`src/core/scs_pkg.sv`:
```
// Constants shared by the system clock source select block.
// Assumes a 50 MHz sys_clk and a byte-wide register layout on Wishbone.
package scs_pkg;
    // Core clock rate, 50 MHz
    localparam logic [26:0] SYS_HZ = 27'h2FA_F080;
    // Internal RC tick steps in Hz: 1, 2, 4, 8, 12 MHz and 32 kHz
    localparam logic [26:0] RC_1M_STEP = 27'hF_4240;
    localparam logic [26:0] RC_2M_STEP = 27'h1E_8480;
    localparam logic [26:0] RC_4M_STEP = 27'h3D_0900;
    localparam logic [26:0] RC_8M_STEP = 27'h7A_1200;
    localparam logic [26:0] RC_12M_STEP = 27'hB7_1B00;
    localparam logic [26:0] LS_INTERNAL_RC_STEP = 27'h7D00;
    // Start-up waits, counted in cycles of the oscillator itself
    localparam logic [15:0] HS_INTERNAL_RC_START_TICKS = 16'h0010;
    localparam logic [15:0] HXT_START_TICKS = 16'h0400;
    localparam logic [15:0] LXT_START_TICKS = 16'h0400;
    // Register word offsets
    localparam logic [7:0] SYSCLK_CONTROL_OFS = 8'h00;
    localparam logic [7:0] RC_OSC_CONTROL_OFS = 8'h04;
    localparam logic [7:0] HS_XTAL_CONTROL_OFS = 8'h08;
    localparam logic [7:0] LS_XTAL_CONTROL_OFS = 8'h0C;
    localparam logic [7:0] MODE_STATUS_OFS = 8'h10;
    // Field positions in sysclk_control
    localparam int SEL_LSB = 5;
    localparam int HS_SRC_BIT = 3;
    localparam int LS_SRC_BIT = 2;
    localparam int HS_IDLE_BIT = 1;
    localparam int LS_IDLE_BIT = 0;
    // Field positions in the oscillator control words and the mode status word
    localparam int RC_MATCH_LSB = 2;
    localparam int OSC_READY_BIT = 1;
    localparam int OSC_ENABLE_BIT = 0;
    localparam int RC_MISMATCH_BIT = 4;
    // Values after reset
    localparam logic [2:0] SEL_RESET = 3'h0;
    localparam logic [2:0] RC_MATCH_RESET = 3'h0;
    localparam logic RC_EN_RESET = 1'b1;
    localparam logic HXT_EN_RESET = 1'b0;
    localparam logic LXT_EN_RESET = 1'b0;
    // Select code that picks the low-speed clock
    localparam logic [2:0] SEL_SUB = 3'h7;

    typedef enum logic [2:0] {
        MODE_FAST = 3'b000,
        MODE_SLOW = 3'b001,
        MODE_IDLE0 = 3'b010,
        MODE_IDLE1 = 3'b011,
        MODE_IDLE2 = 3'b100,
        MODE_SLEEP = 3'b101
    } scs_mode_type;
endpackage

```
`src/core/scs_clk_switch.sv`:
```
// Divider and switch that forms the system clock enable stream.
// Assumes source ticks are single-cycle pulses on sys_clk.
`timescale 1ns/1ps
module scs_clk_switch (
    // Clock and reset
    input wire logic sys_clk,
    input wire logic srst,
    // Sources
    input wire logic hs_tick,
    input wire logic hs_ok,
    input wire logic sub_tick,
    // Control
    input wire logic [2:0] sysclk_select,
    input wire logic run,
    // Output
    output logic sys_en,
    output logic [2:0] active_select
);
    logic [5:0] cnt_reg;
    logic base_tick;
    logic cur_ok;
    logic target_ok;

    function automatic logic [5:0] last_count(input logic [2:0] sel);
        if (sel == scs_pkg::SEL_SUB)
            return 6'h0;
        return 6'((7'h40 >> sel) - 7'h1);
    endfunction

    assign base_tick = (active_select == scs_pkg::SEL_SUB) ?
                       sub_tick : hs_tick;
    assign cur_ok = (active_select == scs_pkg::SEL_SUB) || hs_ok;
    assign target_ok = (sysclk_select == scs_pkg::SEL_SUB) || hs_ok;

    // New setting lands on a period boundary (at once if the current source is down and the new one is up), so no phase is cut short
    always_ff @(posedge sys_clk) begin
        if (srst) begin
            cnt_reg <= '0;
            active_select <= scs_pkg::SEL_RESET;
            sys_en <= 1'b0;
        end else if (!cur_ok && target_ok) begin
            // Dead source gives no period to protect
            cnt_reg <= '0;
            active_select <= sysclk_select;
            sys_en <= 1'b0;
        end else if (run && base_tick) begin
            if (cnt_reg >= last_count(active_select)) begin
                cnt_reg <= '0;
                sys_en <= 1'b1;
                if (target_ok)
                    active_select <= sysclk_select;
            end else begin
                cnt_reg <= cnt_reg + 6'h1;
                sys_en <= 1'b0;
            end
        end else begin
            sys_en <= 1'b0;
        end
    end
endmodule

```
`src/core/scs_sysclk_ctrl.sv`:
```
// System clock source selection, oscillator control and mode decode.
// Assumes oscillator pads deliver square waves synchronous to sys_clk and
// a classic Wishbone master; all derived clocks are one-cycle enables.
`timescale 1ns/1ps

// Summary of operation
// - Two fast sources: external crystal and internal RC at 1-12 MHz.
// - Two slow sources: internal 32 kHz RC and 32.768 kHz crystal.
// - Three-bit select picks fast or slow system clock, changeable live.
// - One bit picks the slow oscillator, another the fast one.
// - Select field sets frequency: slow clock or divided fast clock.
// - Slow crystal runs at 32.768 kHz from its two pins.
// - Slow crystal clock also divided by eight for timers.
// - Slow crystal starts on enable, unusable until start-up wait ends.
// - Sleep or idle entry stops the processor clock.
// - A clock independent of the system clock keeps timers running.
// - Oscillators also clock the watchdog and time-base logic.
// - Fast mode divides the fast source by 1 to 64 per select.
// - With crystal enabled and started, crystal clocks calendar, time base, dog.
module scs_sysclk_ctrl (
    // Clock and reset
    input wire logic sys_clk,
    input wire logic srst,
    // Wishbone slave
    input wire logic wb_cyc_i,
    input wire logic wb_stb_i,
    input wire logic wb_we_i,
    input wire logic [7:0] wb_adr_i,
    input wire logic [3:0] wb_sel_i,
    input wire logic [31:0] wb_dat_i,
    output logic [31:0] wb_dat_o,
    output logic wb_ack_o,
    // Oscillator pads
    input wire logic hs_crystal_pins,
    output logic hs_crystal_drive,
    input wire logic ls_crystal_pins,
    output logic ls_crystal_drive,
    // Configuration option and processor halt
    input wire logic [2:0] rc_freq_option,
    input wire logic cpu_halt,
    // Clock enables
    output logic cpu_clk_en,
    output logic sys_clk_en,
    output logic hs_clk_en,
    output logic sub_clk_en,
    output logic ls_crystal_clk,
    output logic timer_clk_en,
    output logic wdt_clk_en
);
    logic [2:0] sysclk_select_reg;
    logic hs_source_select_reg;
    logic ls_source_select_reg;
    logic hs_idle_on_reg;
    logic ls_idle_on_reg;
    logic [2:0] rc_freq_match_reg;
    logic rc_en_reg;
    logic hxt_en_reg;
    logic ls_crystal_enable_reg;
    logic [2:0] rc_option_reg;
    logic option_taken_reg;
    logic [15:0] rc_cnt_reg;
    logic [15:0] hxt_cnt_reg;
    logic [15:0] lxt_cnt_reg;
    logic hxt_pin_reg;
    logic lxt_pin_reg;
    logic [2:0] div8_reg;
    logic hs_internal_rc_tick;
    logic ls_internal_rc_tick;
    logic hxt_tick;
    logic lxt_tick;
    logic rc_ready;
    logic hxt_ready;
    logic lxt_ready;
    logic hs_run;
    logic sub_run;
    logic rc_run;
    logic ls_internal_rc_run;
    logic fh_tick;
    logic fsub_tick;
    logic hs_ok;
    logic sw_en;
    logic sleep_mode;
    logic req;
    logic wr;
    logic [2:0] active_select;
    scs_pkg::scs_mode_type mode;

    function automatic logic [26:0] rc_step(input logic [2:0] code);
        case (code)
            3'h1: return scs_pkg::RC_2M_STEP;
            3'h2: return scs_pkg::RC_4M_STEP;
            3'h3: return scs_pkg::RC_8M_STEP;
            3'h4: return scs_pkg::RC_12M_STEP;
            default: return scs_pkg::RC_1M_STEP;
        endcase
    endfunction

    function automatic logic [15:0] start_next(input logic [15:0] cnt,
                                               input logic [15:0] limit,
                                               input logic tick);
        if (tick && cnt < limit)
            return cnt + 16'h1;
        return cnt;
    endfunction

    // Bus slave: one wait state, every address answered
    assign req = wb_cyc_i && wb_stb_i && !wb_ack_o;
    assign wr = req && wb_we_i && wb_sel_i[0];

    always_ff @(posedge sys_clk) begin
        if (srst)
            wb_ack_o <= 1'b0;
        else
            wb_ack_o <= req;
    end

    always_ff @(posedge sys_clk) begin
        if (srst) begin
            sysclk_select_reg <= scs_pkg::SEL_RESET;
            hs_source_select_reg <= 1'b0;
            ls_source_select_reg <= 1'b0;
            hs_idle_on_reg <= 1'b0;
            ls_idle_on_reg <= 1'b0;
        end else if (wr && wb_adr_i == scs_pkg::SYSCLK_CONTROL_OFS) begin
            sysclk_select_reg <= wb_dat_i[scs_pkg::SEL_LSB +: 3];
            hs_source_select_reg <= wb_dat_i[scs_pkg::HS_SRC_BIT];
            ls_source_select_reg <= wb_dat_i[scs_pkg::LS_SRC_BIT];
            hs_idle_on_reg <= wb_dat_i[scs_pkg::HS_IDLE_BIT];
            ls_idle_on_reg <= wb_dat_i[scs_pkg::LS_IDLE_BIT];
        end
    end

    always_ff @(posedge sys_clk) begin
        if (srst) begin
            rc_freq_match_reg <= scs_pkg::RC_MATCH_RESET;
            rc_en_reg <= scs_pkg::RC_EN_RESET;
        end else if (wr && wb_adr_i == scs_pkg::RC_OSC_CONTROL_OFS) begin
            rc_freq_match_reg <= wb_dat_i[scs_pkg::RC_MATCH_LSB +: 3];
            rc_en_reg <= wb_dat_i[scs_pkg::OSC_ENABLE_BIT];
        end
    end

    always_ff @(posedge sys_clk) begin
        if (srst) begin
            hxt_en_reg <= scs_pkg::HXT_EN_RESET;
            ls_crystal_enable_reg <= scs_pkg::LXT_EN_RESET;
        end else if (wr) begin
            if (wb_adr_i == scs_pkg::HS_XTAL_CONTROL_OFS)
                hxt_en_reg <= wb_dat_i[scs_pkg::OSC_ENABLE_BIT];
            if (wb_adr_i == scs_pkg::LS_XTAL_CONTROL_OFS)
                ls_crystal_enable_reg <=
                    wb_dat_i[scs_pkg::OSC_ENABLE_BIT];
        end
    end

    always_ff @(posedge sys_clk) begin
        if (srst) begin
            wb_dat_o <= '0;
        end else if (req && !wb_we_i) begin
            wb_dat_o <= '0;
            unique case (wb_adr_i)
                scs_pkg::SYSCLK_CONTROL_OFS: begin
                    wb_dat_o[scs_pkg::SEL_LSB +: 3] <= sysclk_select_reg;
                    wb_dat_o[scs_pkg::HS_SRC_BIT] <= hs_source_select_reg;
                    wb_dat_o[scs_pkg::LS_SRC_BIT] <= ls_source_select_reg;
                    wb_dat_o[scs_pkg::HS_IDLE_BIT] <= hs_idle_on_reg;
                    wb_dat_o[scs_pkg::LS_IDLE_BIT] <= ls_idle_on_reg;
                end
                scs_pkg::RC_OSC_CONTROL_OFS: begin
                    wb_dat_o[scs_pkg::RC_MATCH_LSB +: 3] <= rc_freq_match_reg;
                    wb_dat_o[scs_pkg::OSC_READY_BIT] <= rc_ready;
                    wb_dat_o[scs_pkg::OSC_ENABLE_BIT] <= rc_en_reg;
                end
                scs_pkg::HS_XTAL_CONTROL_OFS: begin
                    wb_dat_o[scs_pkg::OSC_READY_BIT] <= hxt_ready;
                    wb_dat_o[scs_pkg::OSC_ENABLE_BIT] <= hxt_en_reg;
                end
                scs_pkg::LS_XTAL_CONTROL_OFS: begin
                    wb_dat_o[scs_pkg::OSC_READY_BIT] <= lxt_ready;
                    wb_dat_o[scs_pkg::OSC_ENABLE_BIT] <=
                        ls_crystal_enable_reg;
                end
                scs_pkg::MODE_STATUS_OFS: begin
                    wb_dat_o[2:0] <= mode;
                    wb_dat_o[scs_pkg::RC_MISMATCH_BIT] <=
                        (rc_freq_match_reg != rc_option_reg);
                    wb_dat_o[scs_pkg::SEL_LSB +: 3] <= active_select;
                end
                default: wb_dat_o <= '0;
            endcase
        end
    end

    // Option strap is caught once, after reset release
    always_ff @(posedge sys_clk) begin
        if (srst) begin
            option_taken_reg <= 1'b0;
            rc_option_reg <= '0;
        end else if (!option_taken_reg) begin
            option_taken_reg <= 1'b1;
            rc_option_reg <= rc_freq_option;
        end
    end

    // Operating mode from halt and the two idle keep-alive bits
    always_comb begin
        if (!cpu_halt)
            mode = (sysclk_select_reg == scs_pkg::SEL_SUB) ?
                   scs_pkg::MODE_SLOW : scs_pkg::MODE_FAST;
        else begin
            unique case ({hs_idle_on_reg, ls_idle_on_reg})
                2'b00: mode = scs_pkg::MODE_SLEEP;
                2'b01: mode = scs_pkg::MODE_IDLE0;
                2'b11: mode = scs_pkg::MODE_IDLE1;
                2'b10: mode = scs_pkg::MODE_IDLE2;
            endcase
        end
    end

    assign sleep_mode = (mode == scs_pkg::MODE_SLEEP);
    assign hs_run = !cpu_halt || hs_idle_on_reg;
    assign sub_run = !cpu_halt || ls_idle_on_reg;
    // Selected RC is kept alive in fast mode even with its enable low
    assign rc_run = hs_run && (rc_en_reg || (!hs_source_select_reg &&
                    mode == scs_pkg::MODE_FAST));
    assign ls_internal_rc_run = !sleep_mode;

    // Internal oscillators
    scs_tick_gen u_hs_internal_rc (
        .sys_clk(sys_clk),
        .srst(srst),
        .enable(rc_run),
        .step(rc_step(rc_option_reg)),
        .tick(hs_internal_rc_tick)
    );

    scs_tick_gen u_ls_internal_rc (
        .sys_clk(sys_clk),
        .srst(srst),
        .enable(ls_internal_rc_run),
        .step(scs_pkg::LS_INTERNAL_RC_STEP),
        .tick(ls_internal_rc_tick)
    );

    // Crystal pads: rising edges of the oscillator wave are ticks
    always_ff @(posedge sys_clk) begin
        if (srst) begin
            hxt_pin_reg <= 1'b0;
            lxt_pin_reg <= 1'b0;
        end else begin
            hxt_pin_reg <= hs_crystal_pins;
            lxt_pin_reg <= ls_crystal_pins;
        end
    end

    assign hxt_tick = hxt_en_reg && hs_run &&
                      hs_crystal_pins && !hxt_pin_reg;
    assign lxt_tick = ls_crystal_enable_reg &&
                      ls_crystal_pins && !lxt_pin_reg;
    assign hs_crystal_drive = hxt_en_reg;
    assign ls_crystal_drive = ls_crystal_enable_reg;

    // Start-up waits; a dropped enable restarts the wait
    always_ff @(posedge sys_clk) begin
        if (srst || !rc_run)
            rc_cnt_reg <= '0;
        else
            rc_cnt_reg <= start_next(rc_cnt_reg,
                                     scs_pkg::HS_INTERNAL_RC_START_TICKS, hs_internal_rc_tick);
    end

    always_ff @(posedge sys_clk) begin
        if (srst || !hxt_en_reg)
            hxt_cnt_reg <= '0;
        else
            hxt_cnt_reg <= start_next(hxt_cnt_reg,
                                      scs_pkg::HXT_START_TICKS, hxt_tick);
    end

    always_ff @(posedge sys_clk) begin
        if (srst || !ls_crystal_enable_reg)
            lxt_cnt_reg <= '0;
        else
            lxt_cnt_reg <= start_next(lxt_cnt_reg,
                                      scs_pkg::LXT_START_TICKS,
                                      lxt_tick);
    end

    assign rc_ready = (rc_cnt_reg == scs_pkg::HS_INTERNAL_RC_START_TICKS);
    assign hxt_ready = (hxt_cnt_reg == scs_pkg::HXT_START_TICKS);
    assign lxt_ready = (lxt_cnt_reg == scs_pkg::LXT_START_TICKS);

    // Fast and slow clocks from the chosen oscillators
    assign hs_ok = hs_source_select_reg ? hxt_ready : rc_ready;
    assign fh_tick = hs_run && (hs_source_select_reg ?
                     (hxt_tick && hxt_ready) :
                     (hs_internal_rc_tick && rc_ready));
    // Crystal picked but not started: slow clock falls back to the RC
    assign fsub_tick = sub_run && ((ls_source_select_reg && lxt_ready) ?
                       lxt_tick : ls_internal_rc_tick);

    scs_clk_switch u_switch (
        .sys_clk(sys_clk),
        .srst(srst),
        .hs_tick(fh_tick),
        .hs_ok(hs_ok),
        .sub_tick(fsub_tick),
        .sysclk_select(sysclk_select_reg),
        .run(!sleep_mode),
        .sys_en(sw_en),
        .active_select(active_select)
    );

    assign sys_clk_en = sw_en;
    assign cpu_clk_en = sw_en && !cpu_halt;
    assign hs_clk_en = fh_tick;
    assign sub_clk_en = fsub_tick;
    assign ls_crystal_clk = lxt_tick && lxt_ready;

    // Divide-by-eight runs regardless of halt or sleep
    always_ff @(posedge sys_clk) begin
        if (srst || !lxt_ready)
            div8_reg <= '0;
        else if (lxt_tick)
            div8_reg <= div8_reg + 3'h1;
    end

    assign timer_clk_en = lxt_tick && lxt_ready &&
                          div8_reg == 3'h7;
    // Watchdog falls back to the slow RC while the crystal is not up
    assign wdt_clk_en = lxt_ready ? timer_clk_en : ls_internal_rc_tick;
endmodule

```
`src/core/scs_tick_gen.sv`:
```
// Fractional tick generator standing in for an on-chip RC oscillator.
// Assumes step is below the core rate; one tick per SYS_HZ/step cycles.
`timescale 1ns/1ps
module scs_tick_gen (
    // Clock and reset
    input wire logic sys_clk,
    input wire logic srst,
    // Control
    input wire logic enable,
    input wire logic [26:0] step,
    // Output pulse
    output logic tick
);
    logic [26:0] acc_reg;
    logic [27:0] sum;

    assign sum = {1'b0, acc_reg} + {1'b0, step};

    always_ff @(posedge sys_clk) begin
        if (srst || !enable) begin
            acc_reg <= '0;
            tick <= 1'b0;
        end else if (sum >= {1'b0, scs_pkg::SYS_HZ}) begin
            acc_reg <= 27'(sum - {1'b0, scs_pkg::SYS_HZ});
            tick <= 1'b1;
        end else begin
            acc_reg <= sum[26:0];
            tick <= 1'b0;
        end
    end
endmodule

```
`config.mk`:
```
export PLATFORM = sky130hd
export DESIGN_NAME = scs_sysclk_ctrl
export DESIGN_NICKNAME = d
export VERILOG_FILES = /design/src/core/scs_pkg.sv /design/src/core/scs_clk_switch.sv /design/src/core/scs_sysclk_ctrl.sv /design/src/core/scs_tick_gen.sv
export SDC_FILE = /design/constraint.sdc
export NUM_CORES = 1
export LEC_CHECK = 0
export BUFFER_PORTS_ARGS = -buffer_cell sky130_fd_sc_hd__buf_2
export CORE_MARGIN = 2
export CORE_UTILIZATION = 62
export CTS_CLUSTER_DIAMETER = 200
export DETAILED_ROUTE_END_ITERATION = 10
export MAX_ROUTING_LAYER = met4
export PLACE_DENSITY = 0.82
export SYNTH_ARGS = -nofsm -noshare
export SYNTH_HDL_FRONTEND = slang
export SYNTH_HIERARCHICAL = 1
export SYNTH_SLANG_ARGS = --single-unit
```
`constraint.sdc`:
```
create_clock -name sys_clk -period 5.3 [get_ports sys_clk]
set_input_delay 1.325 -clock sys_clk [delete_from_list [all_inputs] [get_ports sys_clk]]
set_output_delay 1.325 -clock sys_clk [all_outputs]
set_load 0.01 [all_outputs]
```
==> results of run 1 <==
## stage by stage
step | total power (uW) | hold WS, ns
6_report | 5460 | 0.449
5_1_grt | 5810 | 0.468
3_5_place_dp | 4230 | 0.443
3_3_place_gp | 4150 | 0.437
2_1_floorplan | 3740 | 0.430
4_1_cts | 5380 | 0.450
## cell usage in the layout (no fill, tap or decap), types with 16 or more instances in the layout
master	n
sky130_fd_sc_hd__a21o_1	18
sky130_fd_sc_hd__a21oi_1	94
sky130_fd_sc_hd__and2_1	39
sky130_fd_sc_hd__and3_1	17
sky130_fd_sc_hd__buf_2	45
sky130_fd_sc_hd__clkbuf_16	17
sky130_fd_sc_hd__conb_1	63
sky130_fd_sc_hd__dfxtp_1	145
sky130_fd_sc_hd__ha_1	76
sky130_fd_sc_hd__inv_1	36
sky130_fd_sc_hd__mux2i_1	30
sky130_fd_sc_hd__nand2_1	109
sky130_fd_sc_hd__nand2b_1	19
sky130_fd_sc_hd__nand3_1	41
sky130_fd_sc_hd__nand4_1	30
sky130_fd_sc_hd__nor2_1	112
sky130_fd_sc_hd__nor2b_1	16
sky130_fd_sc_hd__nor3_1	44
sky130_fd_sc_hd__nor4_1	16
sky130_fd_sc_hd__o211ai_1	26
sky130_fd_sc_hd__o21a_1	19
sky130_fd_sc_hd__o21ai_0	48
sky130_fd_sc_hd__o21ai_1	21
sky130_fd_sc_hd__or3_1	29
sky130_fd_sc_hd__xnor2_1	28
sky130_fd_sc_hd__xor2_1	26
## synth_stat cells, drive strengths merged (5+ instances only)
master | n | area [um2]
o21a | 20 | 158
nand3b | 7 | 52.6
a41oi | 5 | 43.8
nor2b | 16 | 100
o21ai | 74 | 389
a211oi | 18 | 190
a21boi | 5 | 48.8
nand2b | 19 | 119
or2 | 17 | 109
nand3 | 42 | 223
nor2 | 114 | 438
nor4 | 18 | 125
and4 | 10 | 90.1
clkbuf | 28 | 105
o22ai | 7 | 50.1
nand4 | 32 | 213
o311ai | 12 | 130
a21oi | 105 | 574
o31a | 5 | 45.0
buf | 60 | 419
and3 | 18 | 118
and2 | 39 | 244
or3 | 29 | 181
nand2 | 111 | 427
or4 | 11 | 97.6
o211ai | 29 | 233
o211a | 8 | 87.6
ha | 76 | 951
inv | 36 | 135
xnor2 | 32 | 310
a31oi | 8 | 62.6
a211o | 6 | 53.8
dfxtp | 145 | 2900
mux2i | 31 | 323
o31ai | 11 | 106
a21o | 18 | 135
nor3 | 47 | 257
a2bb2oi | 6 | 70.1
xor2 | 26 | 228
## power by group through the flow
stage	registers (uW)	clock network, uW	logic [uW]
after CTS	1280	1150	2940
after global routing	1290	1200	3320
after detailed placement	1310	0	2920
after floorplan	1280	0	2460
final	1280	1140	3040
after global placement	1300	0	2850
## cells by family (layout without fill, tap and decap cells)
group	Yosys count	after routing	synth area share [%]
and+or+nand+nor	542	542	26.2
AOI/OAI and AO/OA	377	377	24.9
DFF	145	145	25.9
buffers and inverters	125	119	5.93
adders and majority gates	78	78	8.85
xor gates and xnor gates	58	58	4.81
muxes	35	35	3.29
other	2	63	0.0671
## layout make-up
class	count	area (um2)
repair buffers	50	263
fillers	1490	5850
multi-input cells	1153	7860
well taps	229	287
inverters	37	139
flip-flops and latches	145	2900
clock inverters	15	124
clock buffers	17	425
## final timing paths
kind,start,to,slack [ns],cells after the start
max,rc_option_reg[2]$_SDFFE_PP0N_,u_hs_internal_rc/acc_reg[14]$_SDFF_PP0_,0.85,13
min reg2reg,wb_dat_o[4]$_SDFFE_PP0P_,wb_dat_o[4]$_SDFFE_PP0P_,0.45,2
min,wb_dat_o[4]$_SDFFE_PP0P_,wb_dat_o[4]$_SDFFE_PP0P_,0.45,2
max reg2reg,rc_option_reg[2]$_SDFFE_PP0N_,u_hs_internal_rc/acc_reg[14]$_SDFF_PP0_,0.85,13
## routing by layer
layer / global-route usage [%] / routed length (um) / vias to the layer above
met2: 43.8 / 12000 / 369
met3: 4.30 / 1580 / 53
li1: - / - / 5022
met5: - / 0 / -
met1: 34.9 / 11800 / 4878
met4: 9.72 / 601 / 0
## worst max-delay path, delay by kind of cell, from the launching register on
kind / cells / cell delay, ns
simple gates: 4 / 1.24
flops: 1 / 0.39
fa+ha+maj: 1 / 0.40
buf+inv: 1 / 0.26
mux: 1 / 0.39
compound gates: 6 / 1.69
==> results_tabular.tex, run 1 <==
\begin{tabular}{lr}
\hline
Metric & Value \\
\hline
\multicolumn{2}{l}{\textbf{STA}} \\
Period utilisation layout & between 80\% and 90\% \\
Slack of the critical path & around 0.85 ns \\
Worst clock skew on the final layout & $\sim$0.012 ns \\
Relative slew margins & 23.2\% \\
Final setup violation count & 0 \\
Final count of pins violating max slew & 0 \\
Total Neg Setup Slack & 0 ns \\
Slew @ Worst Pin & about 1.2 ns \\
Setup repair after global routing missed its margin & false \\
Final Critical Period & 4.45 ns \\
Final Hold Violating Endpoints & 0 \\
Highest achievable clock rate & 225 MHz \\
\multicolumn{2}{l}{\textbf{Clocking}} \\
Clock tree from TritonCTS & built \\
Longest Clk Path Bufs & 2 \\
Clock root cell & sky130\_fd\_sc\_hd\_\_clkbuf\_16 \\
Hold buffer count at CTS & 0 \\
Number of buffers created by CTS & 17 \\
Post-cts resize count & 0 \\
Number of H-tree levels & 4 \\
Post-CTS Repair Setup Buffers & 0 \\
Skew-Pair Late Insertion Delay & 0.43 ns \\
Clk sink count & $\sim$150 \\
Clock transition at path regs & 0.07 ns \\
\multicolumn{2}{l}{\textbf{Setup path}} \\
Crit path capture type & flip-flop \\
Max FO, Critical Path & 32 \\
Library cell contributing the largest single delay on the critical path & sky130\_fd\_sc\_hd\_\_o31ai\_2 \\
Critical path startpoint category & flip-flop \\
Required time of the critical path & approximately 5.6 ns \\
Setup Crit Path Kind & flip-flop to flip-flop \\
Crit path largest cell delay & around 0.43 ns \\
Chain of cells forming the critical path & nand2b\_1 -> nor2\_1 -> ha\_1 -> a21o\_1 -> a31oi\_1 -> mux2\_2 -> a311oi\_2 -> nand3\_1 -> o31ai\_2 -> a221oi\_2 -> buf\_4 -> or4\_1 -> a21oi\_1 \\
Arrival time at the worst endpoint & 4.79 ns \\
\multicolumn{2}{l}{\textbf{Pwr}} \\
Highest ir drop seen on vdd & 0.486 mV \\
Internal power summed over all cells & roughly 2900 uW \\
Power dissipated by switching net loads & between 2000 and 3000 uW \\
Fraction of power consumed by sequential logic & between 20\% and 30\% \\
Switching share of power & a little under half \\
Portion of total power attributed to the clock network & about a fifth \\
Comb pwr share & between 50\% and 60\% \\
Cell Pwr Density & 455 nW/um2 \\
Leakage power summed over all cells & 0.00486 uW \\
\multicolumn{2}{l}{\textbf{Synthesis}} \\
Syn Area/Cell & 8.22 um2 \\
Register bit count reported by yosys & approximately 150 \\
Post-Syn Instances & 1362 \\
Post-synth cell types & between 100 and 150 \\
Synthesized area & around 11000 um2 \\
Fraction of the yosys area taken by sequential cells & 25.9\% \\
Async set-reset flop share out of synthesis & 0\% \\
Ys flop type & sky130\_fd\_sc\_hd\_\_dfxtp\_1 \\
Count of warnings emitted by yosys & 6 \\
Number of flops mapped to enable cells by yosys & 0 \\
\multicolumn{2}{l}{\textbf{Routing}} \\
DRC marker count from the first detailed-route iteration & between 800 and 900 \\
Detailed-route vias per instance & between 6 and 7 \\
Total via count in the routed design & slightly above 10000 \\
Count of TritonRoute iterations in the first routing pass & 5 \\
Post-route ant nets & 0 \\
Routed WL per cell & 15.8 um \\
DRT Wirelength & 26000 um \\
Detailed-route DRC error count & 0 \\
\multicolumn{2}{l}{\textbf{Cells and area}} \\
Core Util, Final & 67.2\% \\
Ratio of cells with drive above 1 in the final layout & approximately an eighth \\
Area growth, synth to finish & 7.18\% \\
Post-layout instance count excluding filler cells & 1646 \\
Number of nets in the final layout & 1537 \\
Ant diodes & 0 \\
Final std cell area, no fill & 12000 um2 \\
\multicolumn{2}{l}{\textbf{Global routing}} \\
Via count of the first global-routing pass & about 9400 \\
Global routing usage summed across all routing layers & approximately 27\% \\
Pin count of the biggest net entering global routing & 42 \\
Congestion Overflow GR & 0 \\
Wire length of the first global-routing pass & roughly 43000 um \\
Antenna violations before repair & 0 \\
\multicolumn{2}{l}{\textbf{Placed design}} \\
Cell area reported after detailed placement & 11400 um2 \\
Global placer's final weighted congestion & $\sim$0.94 \\
Placed wire-length estimate after detailed placement & around 19000 um \\
Number of placed instances with taps included & roughly 1600 \\
Pre-CTS setup slack & about 0.94 ns \\
Port bufs & 45 \\
\multicolumn{2}{l}{\textbf{Floorplanning}} \\
CORE AREA & around 18000 um2 \\
Vertical extent of the die & about 140 um \\
Floorplan die width & $\sim$140 um \\
Row Count & 49 \\
Area enclosed by the die boundary & about 19000 um2 \\
Number of placed I/O pins & a little under 100 \\
Starting utilization of the core area & a little over three fifths \\
\multicolumn{2}{l}{\textbf{Status}} \\
Run status & completed \\
\multicolumn{2}{l}{\textbf{Hold path}} \\
Path type of the worst min-delay path & flip-flop to flip-flop \\
\multicolumn{2}{l}{\textbf{Run}} \\
Max-cap violation count & 0 \\
\hline
\end{tabular}
Note: power is estimated with default switching activity, not from simulation.
==> inputs of run 2 (changes only) <==
- CORE_UTILIZATION: 62 -> 56
- PLACE_DENSITY: 0.82 -> 0.79
- clock period: 5.3 -> 3.8 ns (I/O delays scaled with it)
==> results_tabular.tex, run 2 (same netlist as run 1, synthesis figures left out) <==
\begin{tabular}{lr}
\hline
Metric & Value \\
\hline
\multicolumn{2}{l}{\textbf{Placed design}} \\
Placed wire-length estimate after detailed placement & $\sim$20000 um \\
Port bufs & 45 \\
Global placer's final weighted congestion & approximately 0.92 \\
Number of placed instances with taps included & about 1700 \\
Cell area reported after detailed placement & around 12000 um2 \\
\multicolumn{2}{l}{\textbf{STA}} \\
Setup repair after global routing missed its margin & true \\
Period utilisation layout & 102\% \\
Final Critical Period & 3.88 ns \\
Highest achievable clock rate & $\sim$260 MHz \\
Slew @ Worst Pin & around 0.82 ns \\
Minimum hold slack & about 0.45 ns \\
Worst clock skew on the final layout & approximately 0.012 ns \\
Final count of pins violating max slew & 0 \\
Relative slew margins & a little under half \\
Final setup violation count & 12 \\
Final Hold Violating Endpoints & 0 \\
Slack of the critical path & -0.0802 ns \\
\multicolumn{2}{l}{\textbf{Setup path}} \\
Arrival time at the worst endpoint & roughly 4.2 ns \\
Crit path capture type & flip-flop \\
Crit path largest cell delay & 0.45 ns \\
Crit-path leading delay family & simple AND/OR/NAND/NOR gates \\
Cell seen most often among critical-path stages & sky130\_fd\_sc\_hd\_\_buf\_6 \\
Required time of the critical path & 4.14 ns \\
Library cell contributing the largest single delay on the critical path & sky130\_fd\_sc\_hd\_\_or4\_4 \\
Max FO, Critical Path & 15 \\
Number of buffer and inverter instances along the worst setup path & 5 \\
Chain of cells forming the critical path & buf\_6 -> nand2b\_4 -> nor2\_4 -> buf\_6 -> ha\_1 -> buf\_4 -> nand4\_1 -> o22ai\_2 -> or4\_4 -> o211a\_1 -> o21ai\_2 -> o2111ai\_4 -> nor4\_4 -> a221oi\_4 -> buf\_6 -> buf\_12 -> or4\_4 -> a21oi\_2 \\
Setup Crit Path Kind & flip-flop to flip-flop \\
Critical path startpoint category & flip-flop \\
\multicolumn{2}{l}{\textbf{Cells and area}} \\
Post-layout instance count excluding filler cells & roughly 1800 \\
Area growth, synth to finish & 15.7\% \\
Filler Cell Count & roughly 1600 \\
Final std cell area, no fill & about 13000 um2 \\
Most common cell after layout, fill and taps aside & sky130\_fd\_sc\_hd\_\_dfxtp\_1 \\
Highest-count cells in the layout ignoring fill and taps & sky130\_fd\_sc\_hd\_\_dfxtp\_1, sky130\_fd\_sc\_hd\_\_nor2\_1, sky130\_fd\_sc\_hd\_\_nand2\_1 \\
Ratio of cells with drive above 1 in the final layout & roughly a fifth \\
Number of nets in the final layout & between 1500 and 2000 \\
Core Util, Final & about two thirds \\
Ant diodes & 0 \\
\multicolumn{2}{l}{\textbf{Clocking}} \\
Longest Clk Path Bufs & 2 \\
Number of H-tree levels & 4 \\
Hold buffer count at CTS & 0 \\
Clk sink count & $\sim$150 \\
Skew-Pair Late Insertion Delay & between 0.4 and 0.5 ns \\
Clock tree from TritonCTS & built \\
Clock root cell & sky130\_fd\_sc\_hd\_\_clkbuf\_16 \\
Number of buffers created by CTS & 17 \\
Clock transition at path regs & approximately 0.07 ns \\
\multicolumn{2}{l}{\textbf{Routing}} \\
Detailed-route vias per instance & 5.97 \\
Count of TritonRoute iterations in the first routing pass & 9 \\
Post-route ant nets & 0 \\
Detailed-route DRC error count & 0 \\
Total via count in the routed design & 10500 \\
Routed WL per cell & roughly 16 um \\
DRT Wirelength & about 27000 um \\
DRC marker count from the first detailed-route iteration & roughly 860 \\
\multicolumn{2}{l}{\textbf{Floorplanning}} \\
Starting utilization of the core area & roughly 57\% \\
Vertical extent of the die & approximately 150 um \\
CORE AREA & about 20000 um2 \\
Row Count & slightly above 50 \\
Area enclosed by the die boundary & roughly 21000 um2 \\
Number of placed I/O pins & 97 \\
Floorplan die width & $\sim$150 um \\
\multicolumn{2}{l}{\textbf{Global routing}} \\
Wire length of the first global-routing pass & $\sim$45000 um \\
Congestion Overflow GR & 0 \\
Global routing usage summed across all routing layers & about a quarter \\
Antenna violations before repair & 0 \\
Pin count of the biggest net entering global routing & 31 \\
Via count of the first global-routing pass & 9684 \\
\multicolumn{2}{l}{\textbf{Pwr}} \\
Leakage power summed over all cells & about 0.0053 uW \\
Cell Pwr Density & $\sim$650 nW/um2 \\
Total Power & around 8400 uW \\
Highest ir drop seen on vdd & $\sim$0.61 mV \\
\multicolumn{2}{l}{\textbf{Status}} \\
Violations in the final reports & setup timing \\
Run status & complete, but fails checks \\
\multicolumn{2}{l}{\textbf{Run}} \\
Max-cap violation count & 0 \\
\multicolumn{2}{l}{\textbf{Hold path}} \\
Path type of the worst min-delay path & flip-flop to flip-flop \\
\hline
\end{tabular}
-- run 2: cell count changes in the layout (fill, tap and decap cells not counted), moves of 3 or more --
| cell | delta |
|---|---|
| sky130_fd_sc_hd__ha_1 | -6 |
| sky130_fd_sc_hd__nand2_2 | +4 |
| sky130_fd_sc_hd__ha_4 | +4 |
| sky130_fd_sc_hd__o21ai_2 | +3 |
| sky130_fd_sc_hd__a21oi_1 | -3 |
| sky130_fd_sc_hd__o21ai_0 | -3 |
| sky130_fd_sc_hd__buf_6 | +4 |
| sky130_fd_sc_hd__dfxtp_1 | -3 |
| sky130_fd_sc_hd__nand2_1 | -4 |
| sky130_fd_sc_hd__buf_4 | +71 |
-- run 2: power by group --
part / internal (uW) / switching (uW)
logic: 2010 / 2930
clock network: 942 / 724
registers: 1710 / 86.2
-- run 2: path summary, 6_finish.rpt --
| path | startpoint | end | slack, ns | depth (start not counted) |
|---|---|---|---|---|
| max | rc_option_reg[2]$_SDFFE_PP0N_ | u_hs_internal_rc/acc_reg[14]$_SDFF_PP0_ | -0.08 | 18 |
| min | wb_dat_o[4]$_SDFFE_PP0P_ | wb_dat_o[4]$_SDFFE_PP0P_ | 0.45 | 2 |
| max reg2reg | rc_option_reg[2]$_SDFFE_PP0N_ | u_hs_internal_rc/acc_reg[14]$_SDFF_PP0_ | -0.08 | 18 |
| min reg2reg | wb_dat_o[4]$_SDFFE_PP0P_ | wb_dat_o[4]$_SDFFE_PP0P_ | 0.45 | 2 |
-- run 2: area by class of cell --
type                       instances  area [um2]  share of cell area (%)
tap                              265         332                    2.56
timing repair buffer             127         886                    6.84
clock buffer                      18         439                    3.39
sequential                       145        2910                    22.5
multi-input combinational       1153        8100                    62.6
clock inverter                    14         143                    1.10
inverter                          37         139                    1.07
-- run 2: what timing repair did --
action                                  in CTS  in global routing
pin swaps                                   11                 23
endpoints found under the setup margin      15                 20
gates resized for setup                     20                 33
buffers inserted                             6                  9
gates cloned                                 0                  2
-- run 2: per-stage QoR --
step / setup slack, ns / setup TNS [ns]
floorplan: 0.0682 / 0
global placement: -0.0312 / -0.0621
detailed placement: -0.0678 / -0.293
CTS: 0.000655 / 0
global route: -0.233 / -2.79
finish: -0.0802 / -0.354
-- run 2: worst min-delay path, delay by kind of cell, from the launching register on --
kind / cells / cell delay, ns
AND/OR/NAND/NOR: 1 / 0.05
flip-flops: 1 / 0.31
AO/OA/AOI/OAI: 1 / 0.05
-- run 2: per-layer routing --
layer | part of all wire [%] | global-route usage, % | wire length, um
met5 | 0 | - | 0
met4 | 1.9 | 6.76 | 522
met3 | 6.2 | 3.76 | 1690
met2 | 47 | 41.2 | 12800
met1 | 45 | 34.0 | 12400
==> inputs of run 3 (changes only) <==
- CORE_UTILIZATION: 56 -> 62
- PLACE_DENSITY: 0.79 -> 0.82
- clock period: 3.8 -> 4.2 ns (I/O delays scaled with it)
==> results_tabular.tex, run 3 (same netlist as run 1, synthesis figures left out) <==
\begin{tabular}{lr}
\hline
Metric & Value \\
\hline
\multicolumn{2}{l}{\textbf{Clocking}} \\
Clk sink count & 145 \\
Longest Clk Path Bufs & 2 \\
Number of H-tree levels & 4 \\
Number of buffers created by CTS & 17 \\
Clock root cell & sky130\_fd\_sc\_hd\_\_clkbuf\_16 \\
Skew-Pair Late Insertion Delay & 0.42 ns \\
Clock tree from TritonCTS & built \\
Clock transition at path regs & around 0.06 ns \\
\multicolumn{2}{l}{\textbf{Cells and area}} \\
Sequential cell area & 2900 um2 \\
Multi-input logic area & $\sim$8000 um2 \\
Filler Cell Count & roughly 1400 \\
Core Util, Final & 69.1\% \\
Ant diodes & 0 \\
Highest-count cells in the layout ignoring fill and taps & sky130\_fd\_sc\_hd\_\_dfxtp\_1, sky130\_fd\_sc\_hd\_\_nor2\_1, sky130\_fd\_sc\_hd\_\_nand2\_1 \\
Most common cell after layout, fill and taps aside & sky130\_fd\_sc\_hd\_\_dfxtp\_1 \\
Ratio of cells with drive above 1 in the final layout & between 10\% and 20\% \\
Area growth, synth to finish & 10.1\% \\
Number of nets in the final layout & 1558 \\
\multicolumn{2}{l}{\textbf{STA}} \\
Final Hold Violating Endpoints & 0 \\
Final Critical Period & $\sim$4.0 ns \\
Slew @ Worst Pin & slightly below 0.9 ns \\
Final setup violation count & 0 \\
Highest achievable clock rate & between 200 and 250 MHz \\
Minimum hold slack & about 0.45 ns \\
Worst clock skew on the final layout & 0.0121 ns \\
Relative slew margins & 41.1\% \\
Final count of pins violating max slew & 0 \\
Period utilisation layout & between 90\% and 100\% \\
Slack of the critical path & about 0.17 ns \\
\multicolumn{2}{l}{\textbf{Placed design}} \\
Port bufs & 45 \\
Pre-CTS setup slack & between 0.1 and 0.15 ns \\
Global placer's final weighted congestion & a little under 1 \\
Placed wire-length estimate after detailed placement & around 19000 um \\
\multicolumn{2}{l}{\textbf{Setup path}} \\
Crit path largest cell delay & $\sim$0.55 ns \\
Worst reg2reg startpoint & rc\_option\_reg[0]\$\_SDFFE\_PP0N\_ \\
Chain of cells forming the critical path & nor2\_1 -> nand2\_1 -> nand2\_1 -> ha\_2 -> a211oi\_2 -> nor2\_1 -> or4\_4 -> o211a\_1 -> a211oi\_4 -> nand3\_2 -> nor4\_4 -> a221oi\_4 -> buf\_12 -> or4\_1 -> a21oi\_1 \\
Max FO, Critical Path & 25 \\
CP endpoint & u\_hs\_internal\_rc/acc\_reg[14]\$\_SDFF\_PP0\_ \\
Crit path capture type & flip-flop \\
Setup Crit Path Kind & flip-flop to flip-flop \\
Launching element of the worst setup path & rc\_option\_reg[0]\$\_SDFFE\_PP0N\_ \\
Critical path startpoint category & flip-flop \\
Required time of the critical path & roughly 4.6 ns \\
Number of cell instances on the worst register-to-register path & 15 \\
FF-to-FF setup slack & about 0.17 ns \\
Arrival time at the worst endpoint & about 4.4 ns \\
Reg2reg end & u\_hs\_internal\_rc/acc\_reg[14]\$\_SDFF\_PP0\_ \\
Library cell contributing the largest single delay on the critical path & sky130\_fd\_sc\_hd\_\_or4\_4 \\
\multicolumn{2}{l}{\textbf{Pwr}} \\
Switching share of power & a little under half \\
Power dissipated by switching net loads & around 3300 uW \\
Portion of total power attributed to the clock network & between 20\% and 30\% \\
Highest ir drop seen on vdd & between 0.4 and 0.5 mV \\
Fraction of power consumed by sequential logic & between 20 and 25\% \\
Cell Pwr Density & between 500 and 600 nW/um2 \\
Comb pwr share & 55.7\% \\
Leakage power summed over all cells & approximately 0.005 uW \\
Internal power summed over all cells & a little under 4000 uW \\
\multicolumn{2}{l}{\textbf{Floorplanning}} \\
CORE AREA & between 15000 and 20000 um2 \\
Row Count & a little under 50 \\
Starting utilization of the core area & 62.7\% \\
Number of placed I/O pins & 97 \\
Area enclosed by the die boundary & $\sim$19000 um2 \\
Vertical extent of the die & between 100 and 150 um \\
Floorplan die width & roughly 140 um \\
\multicolumn{2}{l}{\textbf{Global routing}} \\
Antenna violations before repair & 0 \\
Via count of the first global-routing pass & 9419 \\
Pin count of the biggest net entering global routing & 28 \\
Wire length of the first global-routing pass & around 44000 um \\
Congestion Overflow GR & 0 \\
Global routing usage summed across all routing layers & about 28\% \\
\multicolumn{2}{l}{\textbf{Run}} \\
Max-cap violation count & 0 \\
\multicolumn{2}{l}{\textbf{Hold path}} \\
Path type of the worst min-delay path & flip-flop to flip-flop \\
\multicolumn{2}{l}{\textbf{Routing}} \\
DRC marker count from the first detailed-route iteration & slightly below 900 \\
Detailed-route vias per instance & roughly 6.2 \\
Routed WL per cell & between 15 and 20 um \\
Detailed-route DRC error count & 0 \\
Total via count in the routed design & 10400 \\
Count of TritonRoute iterations in the first routing pass & 5 \\
DRT Wirelength & between 20000 and 30000 um \\
Post-route ant nets & 0 \\
\multicolumn{2}{l}{\textbf{Status}} \\
Run status & completed \\
\hline
\end{tabular}
[run 3: cell types whose count changed in the layout (fill, tap and decap cells not counted), sizes merged]
cell / previous run / this run
buf: 126 / 71
bufinv: 1 / 2
clkbuf: 19 / 17
clkinv: 3 / 2
inv: 45 / 46
[run 3: cell type report]
type,instances,area share (%)
clock buffers,17,3.45
clock inverters,15,1.49
inverters,37,1.13
multi-input cells,1153,64.5
flip-flops and latches,145,23.6
well taps,229,2.33
repair buffers,71,3.51
[run 3: timing repair]
action / in CTS / in global routing
setup buffers: 0 / 6
setup endpoints to repair: 0 / 19
hold buffers: 0 / 0
gates resized for setup: 0 / 23
[run 3: power by group through the flow]
stage	registers (uW)	clock network, uW	logic [uW]
after floorplan	1620	0	3100
after global placement	1650	0	3660
after detailed placement	1650	0	3750
after CTS	1620	1600	3790
after global routing	1630	1650	4380
final	1620	1570	4010
[run 3: worst min-delay path by stage]
stage,endpoint,slack (ns),from,cells after the start
after floorplan,rc_cnt_reg[12]$_SDFFE_PP0P_,0.43,rc_cnt_reg[12]$_SDFFE_PP0P_,1
after global placement,wb_dat_o[4]$_SDFFE_PP0P_,0.44,wb_dat_o[4]$_SDFFE_PP0P_,2
after detailed placement,wb_dat_o[4]$_SDFFE_PP0P_,0.44,wb_dat_o[4]$_SDFFE_PP0P_,2
after CTS,wb_dat_o[4]$_SDFFE_PP0P_,0.45,wb_dat_o[4]$_SDFFE_PP0P_,2
after global routing,wb_dat_o[7]$_SDFFE_PP0P_,0.46,wb_dat_o[7]$_SDFFE_PP0P_,2
final,wb_dat_o[4]$_SDFFE_PP0P_,0.45,wb_dat_o[4]$_SDFFE_PP0P_,2
[run 3: per-stage QoR]
stage	area, um2	TNS (ns)	std cells	total power [uW]
after floorplan	11400	0	1423	4720
after global placement	11600	0	1629	5310
after detailed placement	11600	0	1629	5400
after CTS	12200	0	1661	7010
after global routing	12300	-0.00199	1667	7670
final	12300	0	1667	7210
[run 3: worst max-delay path: cells and delay by family, from the launching register on]
kind                     cells  cell delay (ns)
flip-flops                   1             0.43
adder cells (fa/ha/maj)      1             0.38
buffers and inverters        1             0.18
AND/OR/NAND/NOR              8             1.89
AO/OA/AOI/OAI                5             1.05
[run 3: layer usage]
layer  track usage [%]  up-vias  share of wire (%)
li1                  -     5095                  -
met3              3.71       44                5.6
met4              8.32        0                1.5
met2              44.9      357                 48
met5                 -        -                  0
met1              36.2     4895                 45
